$ cat src/core/pdic_map.vh
/*
 Register offsets, field positions, reset values and timing constants of the
 power detector release and crossing filter block.
 Assumes inclusion by bare name from the design file.
*/
`ifndef PDIC_MAP_VH
`define PDIC_MAP_VH
`define PDIC_ADDR_W          9
`define PDIC_OFS_REL_LO      9'h00b
`define PDIC_OFS_REL_HI      9'h00c
`define PDIC_OFS_SEL         9'h00d
`define PDIC_OFS_TC          9'h00e
`define PDIC_OFS_UP_LO       9'h00f
`define PDIC_OFS_UP_HI       9'h010
`define PDIC_OFS_LW_LO       9'h011
`define PDIC_OFS_LW_HI       9'h012
`define PDIC_OFS_IRQ_STAT    9'h030
`define PDIC_OFS_IRQ_MASK    9'h031
`define PDIC_OFS_STATUS      9'h032
`define PDIC_RST_BYTE        8'h00
`define PDIC_RST_SEL         1'b0
`define PDIC_RST_TC          4'h0
`define PDIC_RST_MASK        5'h00
`define PDIC_SEL_BIT         0
`define PDIC_TC_MSB          3
`define PDIC_DIV             8
`define PDIC_DIV_W           3
`define PDIC_TICK_LAST       3'h7
`define PDIC_IRQ_PK_SET      0
`define PDIC_IRQ_PK_CLR      1
`define PDIC_IRQ_IIR_SET     2
`define PDIC_IRQ_IIR_CLR     3
`define PDIC_IRQ_PERIOD      4
`endif

$ cat src/core/pdic_core.v
/*
 Power detector release delay, crossing filter input select, crossing period
 and filter 0 thresholds, with a byte register port and a status interrupt.
 Assumes comparator outputs and filter output are synchronous to core_clk,
 and that core_clk runs at the sample rate divided down by the caller.
 The filter release count arrives on a port because its register sits in
 the neighbouring block. Software is expected to keep the peak release
 count at zero while crossing detection is in use; nothing here enforces
 that.
*/
// The implementer's own choice: the plain strobed port.
//Overview of operation
//RQ1: Peak flag sets when block peak exceeds the high-high or low-high limit.
//RQ2: Peak flag clears after peak stays below lower limit for release count.
//RQ3: Release count is 16 bits over two bytes, in eighth-rate clock cycles.
//RQ4: Software writes a zero release count while crossing detection is used.
//RQ5: Select clear feeds the filter only from high-high and high-low outputs.
//RQ6: Select set merges high and low comparators into a -1, 0, +1 input.
//RQ7: Exponent N in bits 3..0 sets crossing period to 2**N eighth-rate cycles.
//RQ8: Filter thresholds are 16-bit signed 2.14 values, 4000 hex means all.
//RQ9: Filter flag sets above upper limit, clears after release below lower.
//RQ10: Software writes zeros to unused upper bits of select and exponent.
`timescale 1ns/100ps
`include "pdic_map.vh"
module pdic_core (
	input  wire        core_clk,
	input  wire        resetn,
	input  wire [8:0]  reg_addr,
	input  wire [7:0]  reg_wdata,
	input  wire        reg_wr,
	input  wire        reg_rd,
	output reg  [7:0]  reg_rdata,
	input  wire        cmp_hh,
	input  wire        cmp_hl,
	input  wire        cmp_lh,
	input  wire        cmp_ll,
	input  wire        iir_out_valid,
	input  wire [15:0] iir_out,
	input  wire [15:0] iir_release_count,
	output reg         peak_flag,
	output reg         iir_flag,
	output reg  [1:0]  iir_in,
	output reg         iir_in_valid,
	output reg         period_tick,
	output reg         irq
);
	reg [7:0]  rel_lo;
	reg [7:0]  rel_hi;
	reg        sel;
	reg [3:0]  tc;
	reg [7:0]  up_lo;
	reg [7:0]  up_hi;
	reg [7:0]  lw_lo;
	reg [7:0]  lw_hi;
	reg [4:0]  irq_stat;
	reg [4:0]  irq_mask;
	reg [2:0]  div_cnt;
	reg [15:0] pk_cnt;
	reg [15:0] iir_cnt;
	reg [15:0] per_cnt;
	reg [7:0]  next_rdata;

	// One-cycle event strobes, one per status bit.
	reg        ev_pk_set;
	reg        ev_pk_clr;
	reg        ev_iir_set;
	reg        ev_iir_clr;
	reg        ev_per;

	// Sixteen-bit values are taken live from their byte pairs.
	wire [4:0]  ev;
	wire        tick;
	wire [15:0] rel_count;
	wire [15:0] per_len;
	wire signed [15:0] up_lim;
	wire signed [15:0] lw_lim;
	wire signed [15:0] iir_s;
	wire        pk_above;
	wire        pk_below;
	wire        rd_stat;

	// Counting advances once per eight core cycles. [RQ3]
	assign tick = (div_cnt == `PDIC_TICK_LAST);
	assign rel_count = {rel_hi, rel_lo}; // [RQ3]
	assign per_len = 16'h0001 << tc; // [RQ7]
	// Thresholds are compared as signed 2.14 values.
	assign up_lim = {up_hi, up_lo}; // [RQ8]
	assign lw_lim = {lw_hi, lw_lo}; // [RQ8]
	assign iir_s = iir_out;
	assign pk_above = cmp_hh | cmp_lh; // [RQ1]
	assign pk_below = ~cmp_hl & ~cmp_ll; // [RQ2]
	assign rd_stat = reg_rd && (reg_addr == `PDIC_OFS_IRQ_STAT);

	// Status bit positions come from the map header.
	assign ev[`PDIC_IRQ_PK_SET]  = ev_pk_set;
	assign ev[`PDIC_IRQ_PK_CLR]  = ev_pk_clr;
	assign ev[`PDIC_IRQ_IIR_SET] = ev_iir_set;
	assign ev[`PDIC_IRQ_IIR_CLR] = ev_iir_clr;
	assign ev[`PDIC_IRQ_PERIOD]  = ev_per;

	// Free-running divider; its phase is not tied to register writes, so a
	// new setting takes effect at the next tick, not at a fresh phase.
	always @(posedge core_clk or negedge resetn) begin
		if (!resetn) begin
			div_cnt <= 3'd0;
		end else begin
			div_cnt <= div_cnt + 3'd1;
		end
	end

	// Register writes; unused upper bits are dropped on write, so they
	// always read back as zero whatever software wrote.
	always @(posedge core_clk or negedge resetn) begin
		if (!resetn) begin
			rel_lo   <= `PDIC_RST_BYTE;
			rel_hi   <= `PDIC_RST_BYTE;
			sel      <= `PDIC_RST_SEL;
			tc       <= `PDIC_RST_TC;
			up_lo    <= `PDIC_RST_BYTE;
			up_hi    <= `PDIC_RST_BYTE;
			lw_lo    <= `PDIC_RST_BYTE;
			lw_hi    <= `PDIC_RST_BYTE;
			irq_mask <= `PDIC_RST_MASK;
		end else if (reg_wr) begin
			if (reg_addr == `PDIC_OFS_REL_LO) begin
				rel_lo <= reg_wdata;
			end else if (reg_addr == `PDIC_OFS_REL_HI) begin
				rel_hi <= reg_wdata;
			end else if (reg_addr == `PDIC_OFS_SEL) begin
				sel <= reg_wdata[`PDIC_SEL_BIT];
			end else if (reg_addr == `PDIC_OFS_TC) begin
				tc <= reg_wdata[`PDIC_TC_MSB:0];
			end else if (reg_addr == `PDIC_OFS_UP_LO) begin
				up_lo <= reg_wdata;
			end else if (reg_addr == `PDIC_OFS_UP_HI) begin
				up_hi <= reg_wdata;
			end else if (reg_addr == `PDIC_OFS_LW_LO) begin
				lw_lo <= reg_wdata;
			end else if (reg_addr == `PDIC_OFS_LW_HI) begin
				lw_hi <= reg_wdata;
			end else if (reg_addr == `PDIC_OFS_IRQ_MASK) begin
				irq_mask <= reg_wdata[4:0];
			end
		end
	end

	// Peak flag. A zero release count clears on the first quiet tick, which
	// is what crossing detection expects. A comparator that is neither above
	// nor quiet restarts the count, so a release always measures one
	// unbroken quiet stretch. Release R therefore takes R + 1 ticks, which
	// trades one tick of latency for a simple compare.
	always @(posedge core_clk or negedge resetn) begin
		if (!resetn) begin
			peak_flag <= 1'b0;
			pk_cnt    <= 16'h0000;
			ev_pk_set <= 1'b0;
			ev_pk_clr <= 1'b0;
		end else begin
			ev_pk_set <= 1'b0;
			ev_pk_clr <= 1'b0;
			if (pk_above) begin
				ev_pk_set <= ~peak_flag;
				peak_flag <= 1'b1; // [RQ1]
				pk_cnt    <= 16'h0000;
			end else if (!pk_below) begin
				pk_cnt <= 16'h0000; // [RQ2]
			end else if (peak_flag && tick) begin
				if (pk_cnt >= rel_count) begin
					peak_flag <= 1'b0; // [RQ2]
					ev_pk_clr <= 1'b1;
					pk_cnt    <= 16'h0000;
				end else begin
					pk_cnt <= pk_cnt + 16'h0001;
				end
			end
		end
	end

	// Filter input: one-bit or three-level coding in two bits.
	// When high and low comparators fire together the positive level wins,
	// since the high pair marks the larger excursion.
	always @(posedge core_clk or negedge resetn) begin
		if (!resetn) begin
			iir_in       <= 2'b00;
			iir_in_valid <= 1'b0;
		end else begin
			iir_in_valid <= tick;
			if (!sel) begin
				iir_in <= {1'b0, cmp_hh | cmp_hl}; // [RQ5]
			end else if (cmp_hh | cmp_hl) begin
				iir_in <= 2'b01; // [RQ6]
			end else if (cmp_lh | cmp_ll) begin
				iir_in <= 2'b11; // [RQ6]
			end else begin
				iir_in <= 2'b00; // [RQ6]
			end
		end
	end

	// Crossing period counter in eighth-rate cycles.
	// A shorter exponent written mid-period, once the count has reached the new
	// length, ends the period at the next tick instead of letting the counter run past it.
	always @(posedge core_clk or negedge resetn) begin
		if (!resetn) begin
			per_cnt     <= 16'h0000;
			period_tick <= 1'b0;
			ev_per      <= 1'b0;
		end else begin
			period_tick <= 1'b0;
			ev_per      <= 1'b0;
			if (tick) begin
				if (per_cnt >= per_len - 16'h0001) begin
					per_cnt     <= 16'h0000; // [RQ7]
					period_tick <= 1'b1;
					ev_per      <= 1'b1;
				end else begin
					per_cnt <= per_cnt + 16'h0001;
				end
			end
		end
	end

	// Filter flag with signed threshold compares.
	// A negative filter output counts as below any lower limit of zero or more.
	// Cycles without valid neither set the flag nor restart the count.
	always @(posedge core_clk or negedge resetn) begin
		if (!resetn) begin
			iir_flag   <= 1'b0;
			iir_cnt    <= 16'h0000;
			ev_iir_set <= 1'b0;
			ev_iir_clr <= 1'b0;
		end else begin
			ev_iir_set <= 1'b0;
			ev_iir_clr <= 1'b0;
			if (iir_out_valid && (iir_s > up_lim)) begin
				ev_iir_set <= ~iir_flag;
				iir_flag <= 1'b1; // [RQ9]
				iir_cnt  <= 16'h0000;
			end else if (iir_out_valid && !(iir_s < lw_lim)) begin
				iir_cnt <= 16'h0000; // [RQ9]
			end else if (iir_flag && tick) begin
				if (iir_cnt >= iir_release_count) begin
					iir_flag <= 1'b0; // [RQ9]
					ev_iir_clr <= 1'b1;
					iir_cnt  <= 16'h0000;
				end else begin
					iir_cnt <= iir_cnt + 16'h0001;
				end
			end
		end
	end

	// Sticky events; a new event in the read cycle survives the clear.
	// The read hands back the bits set before the clear, and the interrupt
	// is a flop fed from the same next status, so it changes with the status.
	always @(posedge core_clk or negedge resetn) begin
		if (!resetn) begin
			irq_stat <= 5'h00;
			irq      <= 1'b0;
		end else begin
			irq_stat <= (rd_stat ? 5'h00 : irq_stat) | ev;
			irq      <= |(((rd_stat ? 5'h00 : irq_stat) | ev) & irq_mask);
		end
	end

	// Unmapped addresses read as zero.
	always @* begin
		next_rdata = 8'h00;
		if (reg_addr == `PDIC_OFS_REL_LO) begin
			next_rdata = rel_lo;
		end else if (reg_addr == `PDIC_OFS_REL_HI) begin
			next_rdata = rel_hi;
		end else if (reg_addr == `PDIC_OFS_SEL) begin
			next_rdata = {7'h00, sel};
		end else if (reg_addr == `PDIC_OFS_TC) begin
			next_rdata = {4'h0, tc};
		end else if (reg_addr == `PDIC_OFS_UP_LO) begin
			next_rdata = up_lo;
		end else if (reg_addr == `PDIC_OFS_UP_HI) begin
			next_rdata = up_hi;
		end else if (reg_addr == `PDIC_OFS_LW_LO) begin
			next_rdata = lw_lo;
		end else if (reg_addr == `PDIC_OFS_LW_HI) begin
			next_rdata = lw_hi;
		end else if (reg_addr == `PDIC_OFS_IRQ_STAT) begin
			next_rdata = {3'h0, irq_stat};
		end else if (reg_addr == `PDIC_OFS_IRQ_MASK) begin
			next_rdata = {3'h0, irq_mask};
		end else if (reg_addr == `PDIC_OFS_STATUS) begin
			next_rdata = {6'h00, iir_flag, peak_flag};
		end
	end

	// Read data stands only in the cycle after the strobe and is zero
	// otherwise, so several slaves can share one OR-ed return path.
	always @(posedge core_clk or negedge resetn) begin
		if (!resetn) begin
			reg_rdata <= 8'h00;
		end else begin
			reg_rdata <= reg_rd ? next_rdata : 8'h00;
		end
	end
endmodule

$ cat config.mk
export PLATFORM = sky130hd
export DESIGN_NAME = pdic_core
export DESIGN_NICKNAME = d
export VERILOG_FILES = /design/src/core/pdic_core.v
export VERILOG_INCLUDE_DIRS = /design/src /design/src/core
export SDC_FILE = /design/constraint.sdc
export NUM_CORES = 1
export LEC_CHECK = 0
export BUFFER_PORTS_ARGS = -buffer_cell sky130_fd_sc_hd__buf_2
export CORE_ASPECT_RATIO = 0.8
export CORE_UTILIZATION = 41
export CTS_BUF_LIST = sky130_fd_sc_hd__clkbuf_16
export DETAILED_ROUTE_END_ITERATION = 8
export GPL_ROUTABILITY_DRIVEN = 1
export HOLD_SLACK_MARGIN = 0.15
export PLACE_DENSITY_LB_ADDON = 0.08
export SLEW_MARGIN = 20
export SYNTH_ARGS = -nofsm -noshare
export SYNTH_HDL_FRONTEND = slang
export SYNTH_SLANG_ARGS = --single-unit
$ cat constraint.sdc
create_clock -name core_clk -period 5.1 [get_ports core_clk]
set_clock_uncertainty 0.15 [all_clocks]
set_input_delay 1.275 -clock core_clk [delete_from_list [all_inputs] [get_ports core_clk]]
set_output_delay 1.275 -clock core_clk [all_outputs]
set_load 0.05 [all_outputs]
==> run summary <==
## Synthesis
* sky130_fd_sc_hd__dfrtp_1 — biggest area consumer among synthesized cells
* 133 — Seq cells post-synth
* 938 — instance count of the mapped netlist
* 1081 — net count after synthesis
* 100.0% — share of flip-flops with an asynchronous set or reset after synthesis
* 39.19% — share of the synthesized area in the top cell type
* 8492 um^2 — mapped cell area
* sky130_fd_sc_hd__dfrtp_1 — most instantiated flip-flop cell in the synthesis netlist
* 0 — count of flip-flops with a built-in enable after synthesis
* 9.053 um^2 — Avg Synthesized Cell Area
* 39.19% — sequential element share of the synthesized area
* 0 — Synth Warn #
* sky130_fd_sc_hd__dfrtp_1, sky130_fd_sc_hd__ha_1, sky130_fd_sc_hd__mux2_2 — top cells by area in the synthesized netlist
* 68 — distinct cell type count after synthesis

## Clock network
* 17 — CTS Buf Count
* 0 — total of cells resized after clock tree synthesis
* 0 — CTS Hold Bufs
* yes — TritonCTS clock tree
* sky130_fd_sc_hd__clkbuf_16 — root cell of the clock tree
* 0 — number of buffers inserted to repair setup after CTS
* 133 — number of clock sinks
* 0.43 ns — clk_lat worst skew
* 2 — deepest clock path buffer count
* 0.06 ns — clock transition at the registers of the reported paths
* 4 — number of levels in the clock H-tree

## Worst setup path
* per_cnt[13] — critical register-to-register path endpoint
* 1.21 ns — Reg2Reg Setup Slack
* 4.09 ns — Worst EP arrival
* per_cnt[13] — termination of the worst setup path
* flip-flop — startpoint type of the worst setup path
* 5.29 ns — worst endpoint required time
* tc[2] — Critical R2R Launch
* reg -> reg — type of the worst setup path
* flip-flop — critical path capture point type
* 13 — number of cells on the worst reg-to-reg path
* 13 — top fanout value on the critical path
* tc[2] — first element of the critical path

## Layout
* 14.47% — Layout area overhead
* 16.68% — share of layout cells above drive strength 1
* 0 — ant diodes
* 1283 — final instance count without filler cells
* 1149 — Nets

## Routing
* 22520 um — total wirelength of the detailed-routed design
* 7056 — number of vias in the routed layout
* 5.500 — routed vias/inst
* 0 — DRC errors left
* 5 — router iterations before antenna repair
* 0 — Detail Route Antenna Nets
* 459 — Iter 0 DRT Violations
* 17.55 um — Routed WL per cell

## STA
* 0 — Final setup violation count
* 0 — max-slew violation total from the final report
* 1.207 ns — setup slack of the critical path after layout
* 0.9800 ns — transition time of the tightest slew-check pin
* 0 — endpoints failing hold
* 34.51% — Max-Slew Margin vs Limit
* 76.33% — post-route clock period utilization
* no — unrepaired setup endpoints after global routing
* 3.893 ns — final critical path time including I/O delays and setup
* 0 ns — Setup Total Neg Slack
* 0.2569 GHz — maximum clock frequency

## Global routing
* 6488 — vias in the first global route
* 22.21% — overall global routing resource usage
* 0 — antenna violations before repair
* 85 — largest net degree at the start of global routing
* 0 — global route overflow
* 36040 um — global-route wire length before repair

## Worst hold path
* 1 — hold-critical path depth
* reg -> reg — worst hold path type

## Pwr
* 0.1983 mV — highest ir drop seen on vdd
* 41.2% — relative contribution of sequential cells to total power
* 0.0007456 W — switching component of the power
* 26.70% — switching part of the total
* 0.002047 W — internal power contribution
* 287.3 nW/um^2 — pwr/cell area
* 4.510 nW — Leakage Power
* 12.3% — combinational power share
* 46.5% — fraction of power consumed by the clock network

## Floorplan
* 21290 um^2 — overall die area
* 73 — I/O pin total
* 162.9 um — DIE WIDTH
* 42.40% — initial standard-cell utilization of the core
* 46 — row count
* 20030 um^2 — area inside the core boundary
* 130.7 um — Die Y-Extent

## Placement
* 72 — number of I/O port buffers
* 1.143 ns — dpl ws
* 16630 um — dpl hpwl
* 1251 — placed instance count
* 0.8605 — final weighted congestion in routability-driven placement

## Job
* 0 — total of max-cap violations

## Outcome
* finished, final reports clean — run status

## kinds of logic after synthesis
kind of cell | synth area share (%)
simple gates | 19.68
xor+xnor | 1.444
buf+inv | 5.260
compound gates | 15.68
other cells | 0.04416
flops | 39.19
fa+ha+maj | 12.52
mux | 6.174
## layout make-up
class | instances | area (um^2)
inverters | 83 | 311.5
clock inverters | 15 | 188.9
multi-input cells | 692 | 4717
clock buffers | 17 | 425.4
fillers | 1918 | 10310
repair buffers | 79 | 419.2
flip-flops and latches | 133 | 3328
well taps | 264 | 330.3
## worst max-delay path, stage by stage, from the launching register on
cell and delay, ns:
sky130_fd_sc_hd__dfrtp_1 0.50, sky130_fd_sc_hd__nor2_1 0.28, sky130_fd_sc_hd__nand3_1 0.13, sky130_fd_sc_hd__ha_1 0.33, sky130_fd_sc_hd__nor4_1 0.29, sky130_fd_sc_hd__a31oi_1 0.06, sky130_fd_sc_hd__o22a_1 0.20, sky130_fd_sc_hd__ha_1 0.29
sky130_fd_sc_hd__and4_1 0.17, sky130_fd_sc_hd__a221oi_1 0.23, sky130_fd_sc_hd__o21ai_0 0.18, sky130_fd_sc_hd__a221oi_4 0.42, sky130_fd_sc_hd__a21oi_1 0.37, sky130_fd_sc_hd__nor2_1 0.20
## how the worst min path moves through the flow
stage | slack, ns | startpoint | endpoint
2_1_floorplan | 0.25 | div_cnt[0] | div_cnt[0]
4_1_cts | 0.28 | div_cnt[0] | div_cnt[0]
5_1_grt | 0.31 | div_cnt[0] | div_cnt[0]
3_5_place_dp | 0.27 | div_cnt[0] | div_cnt[0]
6_report | 0.28 | div_cnt[0] | div_cnt[0]
3_3_place_gp | 0.28 | div_cnt[0] | div_cnt[0]
## cells in the mapped netlist, types with 3 or more instances
cell type / number
sky130_fd_sc_hd__a21o_1: 12
sky130_fd_sc_hd__clkbuf_1: 17
sky130_fd_sc_hd__or4_1: 11
sky130_fd_sc_hd__and2_1: 6
sky130_fd_sc_hd__nor3b_1: 5
sky130_fd_sc_hd__a21oi_1: 49
sky130_fd_sc_hd__nand4_1: 15
sky130_fd_sc_hd__dfrtp_1: 133
sky130_fd_sc_hd__mux2i_1: 4
sky130_fd_sc_hd__o211ai_1: 13
sky130_fd_sc_hd__a32o_1: 3
sky130_fd_sc_hd__nand3_1: 46
sky130_fd_sc_hd__nor2b_1: 9
sky130_fd_sc_hd__a211oi_1: 4
sky130_fd_sc_hd__nor3_2: 5
sky130_fd_sc_hd__nor2_1: 47
sky130_fd_sc_hd__inv_1: 83
sky130_fd_sc_hd__o21a_1: 4
sky130_fd_sc_hd__ha_1: 85
sky130_fd_sc_hd__o21ai_0: 38
sky130_fd_sc_hd__o22ai_1: 11
sky130_fd_sc_hd__o21ai_1: 17
sky130_fd_sc_hd__xor2_1: 8
sky130_fd_sc_hd__a222oi_1: 3
sky130_fd_sc_hd__or2_2: 4
sky130_fd_sc_hd__xnor2_1: 6
sky130_fd_sc_hd__nand2_1: 123
sky130_fd_sc_hd__nor3_1: 19
sky130_fd_sc_hd__a221oi_1: 3
sky130_fd_sc_hd__nand2b_1: 7
sky130_fd_sc_hd__a22oi_1: 10
sky130_fd_sc_hd__and3_1: 14
sky130_fd_sc_hd__mux2_2: 43
sky130_fd_sc_hd__a31oi_1: 19
sky130_fd_sc_hd__buf_2: 9
sky130_fd_sc_hd__nor4_1: 10
## through the flow
stage / hold slack, ns / utilization, % / cell area, um^2 / power, W
after global routing: 0.3058 / 48.53 / 9721 / 0.002915
after global placement: 0.2764 / 45.46 / 9106 / 0.001509
final: 0.2764 / 48.53 / 9721 / 0.002793
after detailed placement: 0.2709 / 45.46 / 9106 / 0.001512
after floorplan: 0.2506 / - / 8492 / 0.001377
after CTS: 0.2788 / 48.53 / 9721 / 0.002821
## cells in the final DEF, fill, tap and decap left out, drive strengths merged, types with 5 or more instances in the layout
cell type,count
nor2,49
xnor2,6
and2,6
nand3,47
or4,11
clkinv,6
mux2,43
nand2,124
nor4,10
o21ai,55
nand4,15
nor2b,9
nor3,24
inv,84
nor3b,7
a31oi,19
a21oi,49
or2,5
o22ai,11
and3,15
buf,79
a21o,12
nand2b,7
xor2,8
ha,85
a22oi,10
o211ai,13
dfrtp,133
clkbuf,17
## registers in the layout, indices dropped and copies added (netlist names), 2 cells and up
signal and flops:
per_cnt 16, iir_cnt 16, rel_lo 8, div_cnt 3
irq_stat 5, iir_in 2, up_hi 8, up_lo 8
reg_rdata 8, pk_cnt 16, tc 4, lw_hi 8
irq_mask 5, lw_lo 8, rel_hi 8
## routing by layer
metal,up-vias,wire [um],GRT usage [%]
met5,-,0,0
met4,0,214,5.607
met3,15,978,3.504
met2,179,9750,33.17
met1,3336,11580,33.29
li1,3526,-,-
## power by group through the flow
| stage | Clock [W] | Sequential (W) | Combinational [W] |
|---|---|---|---|
| 2_1_floorplan | 0 | 0.00115 | 0.000222 |
| 3_3_place_gp | 0 | 0.00117 | 0.000341 |
| 3_5_place_dp | 0 | 0.00117 | 0.000344 |
| 4_1_cts | 0.00132 | 0.00115 | 0.000347 |
| 5_1_grt | 0.00137 | 0.00116 | 0.000392 |
| 6_report | 0.00130 | 0.00115 | 0.000342 |
(Power assumes the default switching activity.)
